===== src/verilog/sbc_regs.vh =====
// register map, field positions and command codes of the serial control port
// assumes a 16-bit frame, msb first, with the command in the top two bits
`ifndef SBC_REGS_VH
`define SBC_REGS_VH

// frame layout
`define SBC_FRAME_BITS 16
`define SBC_CMD_HI 15
`define SBC_CMD_LO 14
`define SBC_ADDR_HI 13
`define SBC_ADDR_LO 9
`define SBC_PARITY_BIT 8

// command codes
`define SBC_CMD_READ 2'h0
`define SBC_CMD_WRITE 2'h1
`define SBC_CMD_RSVD 2'h2
`define SBC_CMD_FLAGS 2'h3

// register offsets
`define SBC_ADDR_ANALOG_MON 5'h00
`define SBC_ADDR_SCRATCH_A 5'h01
`define SBC_ADDR_SCRATCH_D 5'h04
`define SBC_ADDR_INIT_REG 5'h05
`define SBC_ADDR_INIT_MISC 5'h08
`define SBC_ADDR_SPECIAL_MODE 5'h09
`define SBC_ADDR_TIMER_A 5'h0a
`define SBC_ADDR_TIMER_C 5'h0c
`define SBC_ADDR_WD_REFRESH 5'h0d
`define SBC_ADDR_MODE 5'h0e
`define SBC_ADDR_REG_CTRL 5'h0f
`define SBC_ADDR_CAN 5'h10
`define SBC_ADDR_IO 5'h11
`define SBC_ADDR_INT 5'h12
`define SBC_ADDR_LIN_CHANNEL_ONE_CONTROL 5'h13
`define SBC_NUM_REGS 20

// fields and reset values
`define SBC_MISC_PARITY_EN 6
`define SBC_REG_RESET 8'h00
`define SBC_LFSR_SEED 8'h5a

`endif


===== src/verilog/sbc_spi_regmap.v =====
// serial control port slave with the twenty-register control map
// assumes serial mode 0 (sample on sclk rise, shift on fall), msb first;
// sclk must be slow enough that each phase spans at least 4 clock cycles
`timescale 1ns/100ps
`include "sbc_regs.vh"
module sbc_spi_regmap #(
  parameter NUM_REGS = `SBC_NUM_REGS
) (
  input wire clock,
  input wire sys_rst,
  // serial pins
  input wire spi_cs_n_pin,
  input wire spi_sclk_pin,
  input wire spi_mosi_pin,
  output wire spi_miso_out,
  output wire spi_miso_oe,
  // status and flags from the device core
  input wire [7:0] fixed_status,
  input wire [7:0] extended_status,
  input wire [7:0] can_flags,
  input wire [7:0] io_flags,
  input wire [7:0] int_flags,
  input wire [7:0] lin_channel_one_control_flags,
  input wire [3:0] device_mode_state,
  // control towards the device core
  output wire [8*NUM_REGS-1:0] ctrl_image,
  output wire write_strobe,
  output wire [4:0] write_addr,
  output wire watchdog_refresh,
  output wire lp_mode_request,
  output wire special_mode_enter,
  output wire debug_exit,
  output wire frame_error
);

  // timing summary, in system clocks:
  //   select is seen about three clocks after the pin falls
  //   each serial rise is seen two to three clocks after the pin
  //   the answer bit moves two to three clocks after a serial fall
  //   pulses follow one clock after the synchronised select rises
  // the serial clock phases must therefore last four clocks or more;
  // a faster master would sample a bit that has not yet moved

  ////////////////////////////////////////////////////////////////////////
  // pin synchronisation and edge detection

  wire [2:0] pins_s;
  wire cs_n_s;
  wire sclk_s;
  wire mosi_s;
  reg cs_n_d_ff;
  reg sclk_d_ff;

  // all three pins pass the same two stages, so data and clock keep
  // their relative timing after synchronisation
  sbc_sync #(
    .WIDTH(3),
    .RESET_VAL(3'h4)
  ) u_pin_sync (
    .clock(clock),
    .sys_rst(sys_rst),
    .async_in({spi_cs_n_pin, spi_sclk_pin, spi_mosi_pin}),
    .sync_out(pins_s)
  );

  assign cs_n_s = pins_s[2];
  assign sclk_s = pins_s[1];
  assign mosi_s = pins_s[0];

  // delayed copies of the synchronised levels for edge finding
  always @(posedge clock or posedge sys_rst) begin
    if (sys_rst) begin
      cs_n_d_ff <= 1'b1;
      sclk_d_ff <= 1'b0;
    end else begin
      cs_n_d_ff <= cs_n_s;
      sclk_d_ff <= sclk_s;
    end
  end

  wire frame_start = cs_n_d_ff & ~cs_n_s;
  wire frame_end = ~cs_n_d_ff & cs_n_s;
  wire sclk_rise = ~cs_n_s & sclk_s & ~sclk_d_ff;
  wire sclk_fall = ~cs_n_s & ~sclk_s & sclk_d_ff;

  ////////////////////////////////////////////////////////////////////////
  // receive shifter and bit counter

  // the shifter is cleared at select so a short frame never mixes with
  // bits left from the previous one; the commit at frame end only looks
  // at the shifter when exactly sixteen rises were seen
  reg [15:0] rx_ff;
  reg [4:0] bit_cnt_ff;
  wire [15:0] nxt_rx = {rx_ff[14:0], mosi_s};
  // the counter saturates so over-long frames are caught at frame end
  wire [4:0] nxt_bit_cnt = (bit_cnt_ff == 5'h1f) ? bit_cnt_ff : bit_cnt_ff + 5'h01;

  always @(posedge clock or posedge sys_rst) begin
    if (sys_rst) begin
      rx_ff <= 16'h0000;
      bit_cnt_ff <= 5'h00;
    end else if (frame_start) begin
      rx_ff <= 16'h0000;
      bit_cnt_ff <= 5'h00;
    end else if (sclk_rise) begin
      rx_ff <= nxt_rx;
      bit_cnt_ff <= nxt_bit_cnt;
    end
  end

  // after the eighth rise the header sits in the low byte of nxt_rx
  wire header_done = sclk_rise & (nxt_bit_cnt == 5'h08);
  wire [1:0] hdr_cmd = nxt_rx[7:6];
  wire [4:0] hdr_addr = nxt_rx[5:1];

  // committed frame fields
  wire [1:0] frm_cmd = rx_ff[`SBC_CMD_HI:`SBC_CMD_LO];
  wire [4:0] frm_addr = rx_ff[`SBC_ADDR_HI:`SBC_ADDR_LO];
  wire [7:0] frm_data = rx_ff[7:0];

  ////////////////////////////////////////////////////////////////////////
  // register storage

  // one byte per address; the refresh slot exists but is never written,
  // which keeps the image a plain array indexed by the address field
  reg [7:0] regs_ff [0:NUM_REGS-1];
  reg [7:0] lfsr_ff;
  reg [7:0] random_code_ff;
  integer i;

  // address classification: valid storage, and flag-capable interfaces
  function addr_stored;
    input [4:0] a;
    begin
      addr_stored = (a < NUM_REGS) && (a != `SBC_ADDR_WD_REFRESH);
    end
  endfunction

  function addr_has_flags;
    input [4:0] a;
    begin
      addr_has_flags = (a >= `SBC_ADDR_CAN) && (a <= `SBC_ADDR_LIN_CHANNEL_ONE_CONTROL);
    end
  endfunction

  ////////////////////////////////////////////////////////////////////////
  // frame acceptance

  // reads never check parity: the master sets bit 8 to one on every
  // read, so a parity test there would refuse legal commands
  // parity covers all sixteen bits; an odd count of ones is correct
  wire parity_on = regs_ff[`SBC_ADDR_INIT_MISC][`SBC_MISC_PARITY_EN];
  wire parity_ok = ~parity_on | (^rx_ff);
  wire frame_full = frame_end & (bit_cnt_ff == 5'h10);
  wire do_write = frame_full & (frm_cmd == `SBC_CMD_WRITE) & parity_ok;
  wire do_read = frame_full & (frm_cmd == `SBC_CMD_READ);

  // short, long and bad-parity write frames all count as errors
  wire nxt_frame_error = frame_end & ((bit_cnt_ff != 5'h10) |
    ((frm_cmd == `SBC_CMD_WRITE) & ~parity_ok));

  ////////////////////////////////////////////////////////////////////////
  // register writes

  // only stored addresses take data; others are left untouched
  always @(posedge clock or posedge sys_rst) begin
    if (sys_rst) begin
      for (i = 0; i < NUM_REGS; i = i + 1) begin
        regs_ff[i] <= `SBC_REG_RESET;
      end
    end else if (do_write && addr_stored(frm_addr)) begin
      // covers analog monitor, scratch, init, timers, mode, interfaces
      regs_ff[frm_addr] <= frm_data;
    end
  end

  // free running code source; never reaches zero from a nonzero seed
  always @(posedge clock or posedge sys_rst) begin
    if (sys_rst) begin
      lfsr_ff <= `SBC_LFSR_SEED;
    end else begin
      lfsr_ff <= {lfsr_ff[6:0], lfsr_ff[7] ^ lfsr_ff[5] ^ lfsr_ff[4] ^ lfsr_ff[3]};
    end
  end

  // a fresh code is drawn whenever the special mode register is read,
  // so the master cannot reuse a stale inverted code
  always @(posedge clock or posedge sys_rst) begin
    if (sys_rst) begin
      random_code_ff <= `SBC_LFSR_SEED;
    end else if (header_done && hdr_cmd == `SBC_CMD_READ &&
                 hdr_addr == `SBC_ADDR_SPECIAL_MODE) begin
      random_code_ff <= lfsr_ff;
    end
  end

  ////////////////////////////////////////////////////////////////////////
  // answer byte selection

  reg [7:0] nxt_low;

  // the low byte is latched once, at the header boundary, so core inputs
  // that move later in the frame cannot tear the answer
  // chosen at the header boundary so it is ready for the ninth bit
  always @* begin
    nxt_low = 8'h00;
    case (hdr_cmd)
      `SBC_CMD_WRITE: begin
        nxt_low = extended_status;
      end
      `SBC_CMD_READ: begin
        if (hdr_addr == `SBC_ADDR_SPECIAL_MODE) begin
          nxt_low = lfsr_ff;
        end else if (hdr_addr == `SBC_ADDR_MODE) begin
          // current mode in the high nibble, code in the low nibble
          nxt_low = {device_mode_state, random_code_ff[3:0]};
        end else if (addr_stored(hdr_addr)) begin
          nxt_low = regs_ff[hdr_addr];
        end else begin
          nxt_low = 8'h00;
        end
      end
      `SBC_CMD_FLAGS: begin
        if (addr_has_flags(hdr_addr)) begin
          case (hdr_addr)
            `SBC_ADDR_CAN: nxt_low = can_flags;
            `SBC_ADDR_IO: nxt_low = io_flags;
            `SBC_ADDR_INT: nxt_low = int_flags;
            `SBC_ADDR_LIN_CHANNEL_ONE_CONTROL: nxt_low = lin_channel_one_control_flags;
            default: nxt_low = 8'h00;
          endcase
        end else begin
          nxt_low = 8'h00;
        end
      end
      default: begin
        nxt_low = 8'h00;
      end
    endcase
  end

  ////////////////////////////////////////////////////////////////////////
  // transmit path

  reg [15:0] tx_ff;
  reg miso_ff;
  reg [3:0] tx_idx;

  // high byte is the fixed status caught at frame start
  always @(posedge clock or posedge sys_rst) begin
    if (sys_rst) begin
      tx_ff <= 16'h0000;
    end else if (frame_start) begin
      tx_ff <= {fixed_status, 8'h00};
    end else if (header_done) begin
      tx_ff[7:0] <= nxt_low;
    end
  end

  // index of the bit that follows the last sampled one
  always @* begin
    tx_idx = 4'hf - bit_cnt_ff[3:0];
  end

  // miso comes from a flip-flop so the pin never carries a glitch
  // first bit is placed at select; each later bit after a falling edge
  always @(posedge clock or posedge sys_rst) begin
    if (sys_rst) begin
      miso_ff <= 1'b0;
    end else if (frame_start) begin
      miso_ff <= fixed_status[7];
    end else if (sclk_fall) begin
      if (bit_cnt_ff[4]) begin
        miso_ff <= 1'b0; // no daisy chain: extra clocks shift zeros
      end else begin
        miso_ff <= tx_ff[tx_idx];
      end
    end
  end

  // output is released whenever the frame is not selected
  assign spi_miso_out = miso_ff;
  assign spi_miso_oe = ~cs_n_s;

  ////////////////////////////////////////////////////////////////////////
  // side-effect pulses

  reg write_strobe_ff;
  reg [4:0] write_addr_ff;
  reg wd_refresh_ff;
  reg lp_req_ff;
  reg special_ff;
  reg debug_exit_ff;
  reg frame_error_ff;

  // pulses are decided at the synchronised select rise, never mid-frame,
  // so an aborted frame has no side effect beyond the error pulse and the fresh code drawn at a special mode read header
  // each pulse stands for one clock after the frame has closed
  always @(posedge clock or posedge sys_rst) begin
    if (sys_rst) begin
      write_strobe_ff <= 1'b0;
      write_addr_ff <= 5'h00;
      wd_refresh_ff <= 1'b0;
      lp_req_ff <= 1'b0;
      special_ff <= 1'b0;
      debug_exit_ff <= 1'b0;
      frame_error_ff <= 1'b0;
    end else begin
      write_strobe_ff <= do_write & addr_stored(frm_addr);
      if (do_write) begin
        write_addr_ff <= frm_addr;
      end
      wd_refresh_ff <= do_write & (frm_addr == `SBC_ADDR_WD_REFRESH);
      lp_req_ff <= do_write & (frm_addr == `SBC_ADDR_MODE);
      // entry only when the written byte is the inverse of the drawn code
      special_ff <= do_write & (frm_addr == `SBC_ADDR_SPECIAL_MODE) &
        (frm_data == ~random_code_ff);
      // reading the mode register takes the device out of debug mode
      debug_exit_ff <= do_read & (frm_addr == `SBC_ADDR_MODE);
      frame_error_ff <= nxt_frame_error;
    end
  end

  assign write_strobe = write_strobe_ff;
  assign write_addr = write_addr_ff;
  assign watchdog_refresh = wd_refresh_ff;
  assign lp_mode_request = lp_req_ff;
  assign special_mode_enter = special_ff;
  assign debug_exit = debug_exit_ff;
  assign frame_error = frame_error_ff;

  ////////////////////////////////////////////////////////////////////////
  // control image towards the device core

  // the core sees every byte at once; no read strobe is needed because
  // the stored bytes only change together with write_strobe
  genvar g;
  generate
    for (g = 0; g < NUM_REGS; g = g + 1) begin : g_image
      assign ctrl_image[8*g+7:8*g] = regs_ff[g];
    end
  endgenerate

endmodule


===== src/verilog/sbc_sync.v =====
// two flip-flop synchroniser for pin inputs
// assumes inputs are asynchronous to clock; output is safe to read by logic
`timescale 1ns/100ps
module sbc_sync #(
  parameter WIDTH = 3,
  parameter [WIDTH-1:0] RESET_VAL = {WIDTH{1'b0}}
) (
  input wire clock,
  input wire sys_rst,
  input wire [WIDTH-1:0] async_in,
  output wire [WIDTH-1:0] sync_out
);

  reg [WIDTH-1:0] stage1_ff;
  reg [WIDTH-1:0] stage2_ff;

  // first stage feeds only the second stage
  always @(posedge clock or posedge sys_rst) begin
    if (sys_rst) begin
      stage1_ff <= RESET_VAL;
      stage2_ff <= RESET_VAL;
    end else begin
      stage1_ff <= async_in;
      stage2_ff <= stage1_ff;
    end
  end

  assign sync_out = stage2_ff;

endmodule


===== config.mk =====
export PLATFORM = sky130hd
export DESIGN_NAME = sbc_spi_regmap
export DESIGN_NICKNAME = d
export VERILOG_FILES = /design/src/verilog/sbc_spi_regmap.v /design/src/verilog/sbc_sync.v
export VERILOG_INCLUDE_DIRS = /design/src /design/src/verilog
export SDC_FILE = /design/constraint.sdc
export NUM_CORES = 1
export LEC_CHECK = 0
export BUFFER_PORTS_ARGS = -buffer_cell sky130_fd_sc_hd__buf_2
export CAP_MARGIN = 20
export CELL_PAD_IN_SITES_DETAIL_PLACEMENT = 1
export CELL_PAD_IN_SITES_GLOBAL_PLACEMENT = 2
export CORE_UTILIZATION = 30
export CTS_CLUSTER_SIZE = 25
export DETAILED_ROUTE_END_ITERATION = 12
export GPL_TIMING_DRIVEN = 0
export MAX_ROUTING_LAYER = met4
export PLACE_DENSITY_LB_ADDON = 0.1
export SYNTH_ARGS = -nofsm -noshare
export SYNTH_HDL_FRONTEND = slang
export SYNTH_SLANG_ARGS = --single-unit

===== constraint.sdc =====
create_clock -name clock -period 13.6 [get_ports clock]
set_input_delay 0.68 -clock clock [delete_from_list [all_inputs] [get_ports clock]]
set_output_delay 0.68 -clock clock [all_outputs]
set_load 0.005 [all_outputs]

==> impl_results.md <==
- Result of the run: completed
- Post-cts repair resize count: 0
- Max capacitance violation total: 0
- Area Growth Syn to Fin: 25.1%
- Post-detailed-placement cell area: roughly 13000 um^2
- PortBufs: 229
- Wire length of the first global-routing pass: 62.1 mm
- Via count of the routed design: 8608
- Hold Fails Final Rpt: 0
- Placed Cells: ~1700
- Routed WL: 41.4 mm
- Tot GR Track Use: 22.3%
- Worst hold slack: 0.236 ns
- Worst hold path stage count: 1
- Buffer depth of the longest clock path: 3
- Synthesized instance count: 898
- Effective utilization at floorplan: 30.4%
- Worst min-delay path startpoint: spi_cs_n_pin
- Post-synthesis sequential area ratio: 51.3%
- CTS H-Tree Depth: 1
- Final critical-path share of the clock period: 40.1%
- Capturing point of the worst reg2reg path: ctrl_image[129]
- Global route total overflow: 0
- Flops & latches, synth: 233
- Net count of the finished layout: approximately 1200
- Max Clock Skew: 0.0210 ns
- Required arrival time at the worst endpoint: 14.05 ns
- Highest Clock Rate: 183 MHz
- Setup repair bufs after CTS: 0
- Synthesis warning total: 0
- Number of cells on the worst reg-to-reg path: 11
- Pin count of the biggest net entering global routing: 121
- Yosys top cell by area: sky130_fd_sc_hd__dfrtp_1
- 1st-pass router iterations: 5
- Core region area: approximately 37000 um^2
- Via density: 5.03
- Final weighted congestion in routability-driven placement: 0.788
- Total number of clock tree sinks: 233
- Site Rows: 71
- Final Worst Setup Slack: 8.14 ns
- Clock transition at the registers of the reported paths: 0.06 ns
- HPWL Detailed: a little over 30 mm
- Slew HR: 29.2%
- Average cell area after synthesis: 12.7 um^2
- Startpoint type of the worst setup path: flop
- Worst path arrival time: 5.91 ns
- Final-layout fill cell count: about 4100
- Prevailing post-synth register cell: sky130_fd_sc_hd__dfrtp_1
- Total power after layout: roughly 1.5 mW
- Die extent in y: 197 um
- # DRC: 0
- Via count of the first global-routing pass: 9073
- Power Dens Cells: roughly 100 nW/um^2
- Design Area, Final: 14300 um^2
- Share of the synthesized area in the top cell type: 48.7%
- Die area: roughly 39000 um^2
- Number of placed I/O pins: 230
- Number of unique standard cell types used by synthesis: between 50 and 60
- Worst-case register-to-register setup slack: 8.14 ns
- Standby leakage power: 7.16 nW
- Post-route ant nets: 0
- Setup repair after global routing missed its margin: no
- Root Buffer Master: sky130_fd_sc_hd__clkbuf_16
- Type of destination of the critical path: flop
- Horizontal extent of the die: roughly 200 um
- Category of the most critical setup path: flop to flop
- Ratio of cells with drive above 1 in the final layout: 45.2%
- Crit-path max FO: 10
- Clock latency on the worst-skew pair: 0.57 ns
- Reg-to-reg critical path startpoint: rx_ff[0]
- Slew at the pin with the worst max-slew slack: roughly 1.1 ns
- Time the worst path needs with I/O delays and setup: 5.46 ns
- Final number of max-transition violations: 0
- Worst hold path type: primary input to flop
- Fraction of registers with async set/reset: 100%
- Number of buffers added to fix hold violations after cts: 0
- Number of buffers created by CTS: 28
- Main area contributors after synthesis: sky130_fd_sc_hd__dfrtp_1 49%, sky130_fd_sc_hd__mux2_2 17%, sky130_fd_sc_hd__mux4_2 8.9%, sky130_fd_sc_hd__nand2_1 3.6%, sky130_fd_sc_hd__dfstp_2 2.5%
- Clock tree from TritonCTS: built
- Final setup violation count: 0
- Final setup TNS: 0 ns
- Utilization after layout: 38.0%
- Detailed-route wire length per cell: between 20 and 25 um
- Nets in the synthesized netlist: 969
- Count of flip-flops with a built-in enable after synthesis: 0
- Maximum vdd drop: 0.0747 mV
- Terminating pin of the worst hold path: u_pin_sync.stage1_ff[2]
- Initial antenna violation count: 0
- Setup slack after placement: roughly 8 ns
- Number of cells in the finished layout apart from fillers: 1710
- Total inserted antenna cells: 0
- Combined area of all synthesized cells: between 10000 and 15000 um^2
- Initial DRC count: 420
[synthesized netlist by cell type (12+ instances only)]
cell and count:
sky130_fd_sc_hd__a21oi_1 22, sky130_fd_sc_hd__clkbuf_1 51, sky130_fd_sc_hd__dfrtp_1 222, sky130_fd_sc_hd__ha_1 14
sky130_fd_sc_hd__inv_1 13, sky130_fd_sc_hd__mux2_2 174, sky130_fd_sc_hd__mux2i_1 24, sky130_fd_sc_hd__mux4_2 45
sky130_fd_sc_hd__nand2_1 109, sky130_fd_sc_hd__nand3_1 35, sky130_fd_sc_hd__nor2_1 14, sky130_fd_sc_hd__nor4_1 20
sky130_fd_sc_hd__o21ai_1 19, sky130_fd_sc_hd__xnor2_1 12
[routing by layer]
| layer | up-vias | routed length, um | global-route usage, % |
|---|---|---|---|
| met5 | - | 0 | - |
| met4 | 0 | 832 | 4.59 |
| met3 | 53 | 1690 | 3.73 |
| met2 | 181 | 19600 | 34.3 |
| met1 | 4521 | 19300 | 30.9 |
| li1 | 3853 | - | - |
[registers in the layout, indices dropped and copies added, names as in the netlist]
name,cells
spi_miso_out,1
u_pin_sync.stage1_ff,3
ctrl_image,160
watchdog_refresh,1
write_strobe,1
u_pin_sync.sync_out,3
lfsr_ff,8
lp_mode_request,1
write_addr,5
tx_ff,16
cs_n_d_ff,1
rx_ff,16
random_code_ff,8
frame_error,1
debug_exit,1
special_mode_enter,1
sclk_d_ff,1
bit_cnt_ff,5
[where the power goes]
group | internal (mW) | leakage, nW | switching [mW]
registers | 0.700 | 3.19 | 0.00365
clock network | 0.402 | 0.427 | 0.312
logic | 0.0263 | 3.55 | 0.0507
total | 1.13 | 7.16 | 0.366
[area by class of cell]
class                      instances  area [um^2]  share of cell area [%]
sequential                       233         5840                    41.0
multi-input combinational        584         5240                    36.8
timing repair buffer             249         1350                    9.48
clock buffer                      41          790                    5.54
tap                              511          639                    4.48
buffer                            66          260                    1.83
clock inverter                    11         68.8                   0.483
inverter                          15         63.8                   0.448
[critical path, cell delays in order, from the launching register on]
cell and delay, ns:
sky130_fd_sc_hd__dfrtp_1 0.37, sky130_fd_sc_hd__clkbuf_1 0.49, sky130_fd_sc_hd__clkbuf_1 0.69, sky130_fd_sc_hd__inv_2 0.34, sky130_fd_sc_hd__buf_1 0.52, sky130_fd_sc_hd__ha_1 0.48
sky130_fd_sc_hd__xor2_1 0.18, sky130_fd_sc_hd__xnor2_1 0.17, sky130_fd_sc_hd__xnor3_1 0.49, sky130_fd_sc_hd__buf_1 0.30, sky130_fd_sc_hd__o21ai_1 0.88, sky130_fd_sc_hd__mux2_2 0.41
[kinds of logic (layout without fill, tap and decap cells)]
kind of cell | count (synthesis) | after routing | synth area share (%)
AO/OA/AOI/OAI | 84 | 84 | 4.95
XOR/XNOR | 22 | 22 | 1.81
adder cells (fa/ha/maj) | 15 | 15 | 1.62
buffers and inverters | 81 | 382 | 2.78
flip-flops | 233 | 233 | 51.3
multiplexers | 243 | 243 | 28.2
AND/OR/NAND/NOR | 220 | 220 | 9.39
[how the worst max path moves through the flow]
| stage | from | endpoint |
|---|---|---|
| final | rx_ff[0] | ctrl_image[129] |
| after global routing | rx_ff[0] | ctrl_image[119] |
| after CTS | rx_ff[0] | ctrl_image[127] |
| after detailed placement | rx_ff[0] | ctrl_image[120] |
| after global placement | sys_rst | ctrl_image[148] |
| after floorplan | sys_rst | bit_cnt_ff[0] |
[placed cells by master, fill, tap and decap left out, drive strengths merged, types with 2 or more instances in the layout]
cell       n
or4        2
o2111ai    8
nor3b      2
nor2      14
nand3     35
and4       2
nor4bb     3
xor2       9
a21oi     22
mux4      45
o21bai     2
nor4      21
mux2i     24
xnor2     12
nand2    109
or3b       3
buf      264
and2       2
or2        8
clkinv    10
o211ai    10
ha        14
inv       15
dfrtp    222
nor2b      7
a222oi     8
nor3       3
nand4      5
o21ai     20
clkbuf    92
mux2     174
dfstp     11
a22oi      8
No activity file was read; power rests on OpenSTA's default activity.
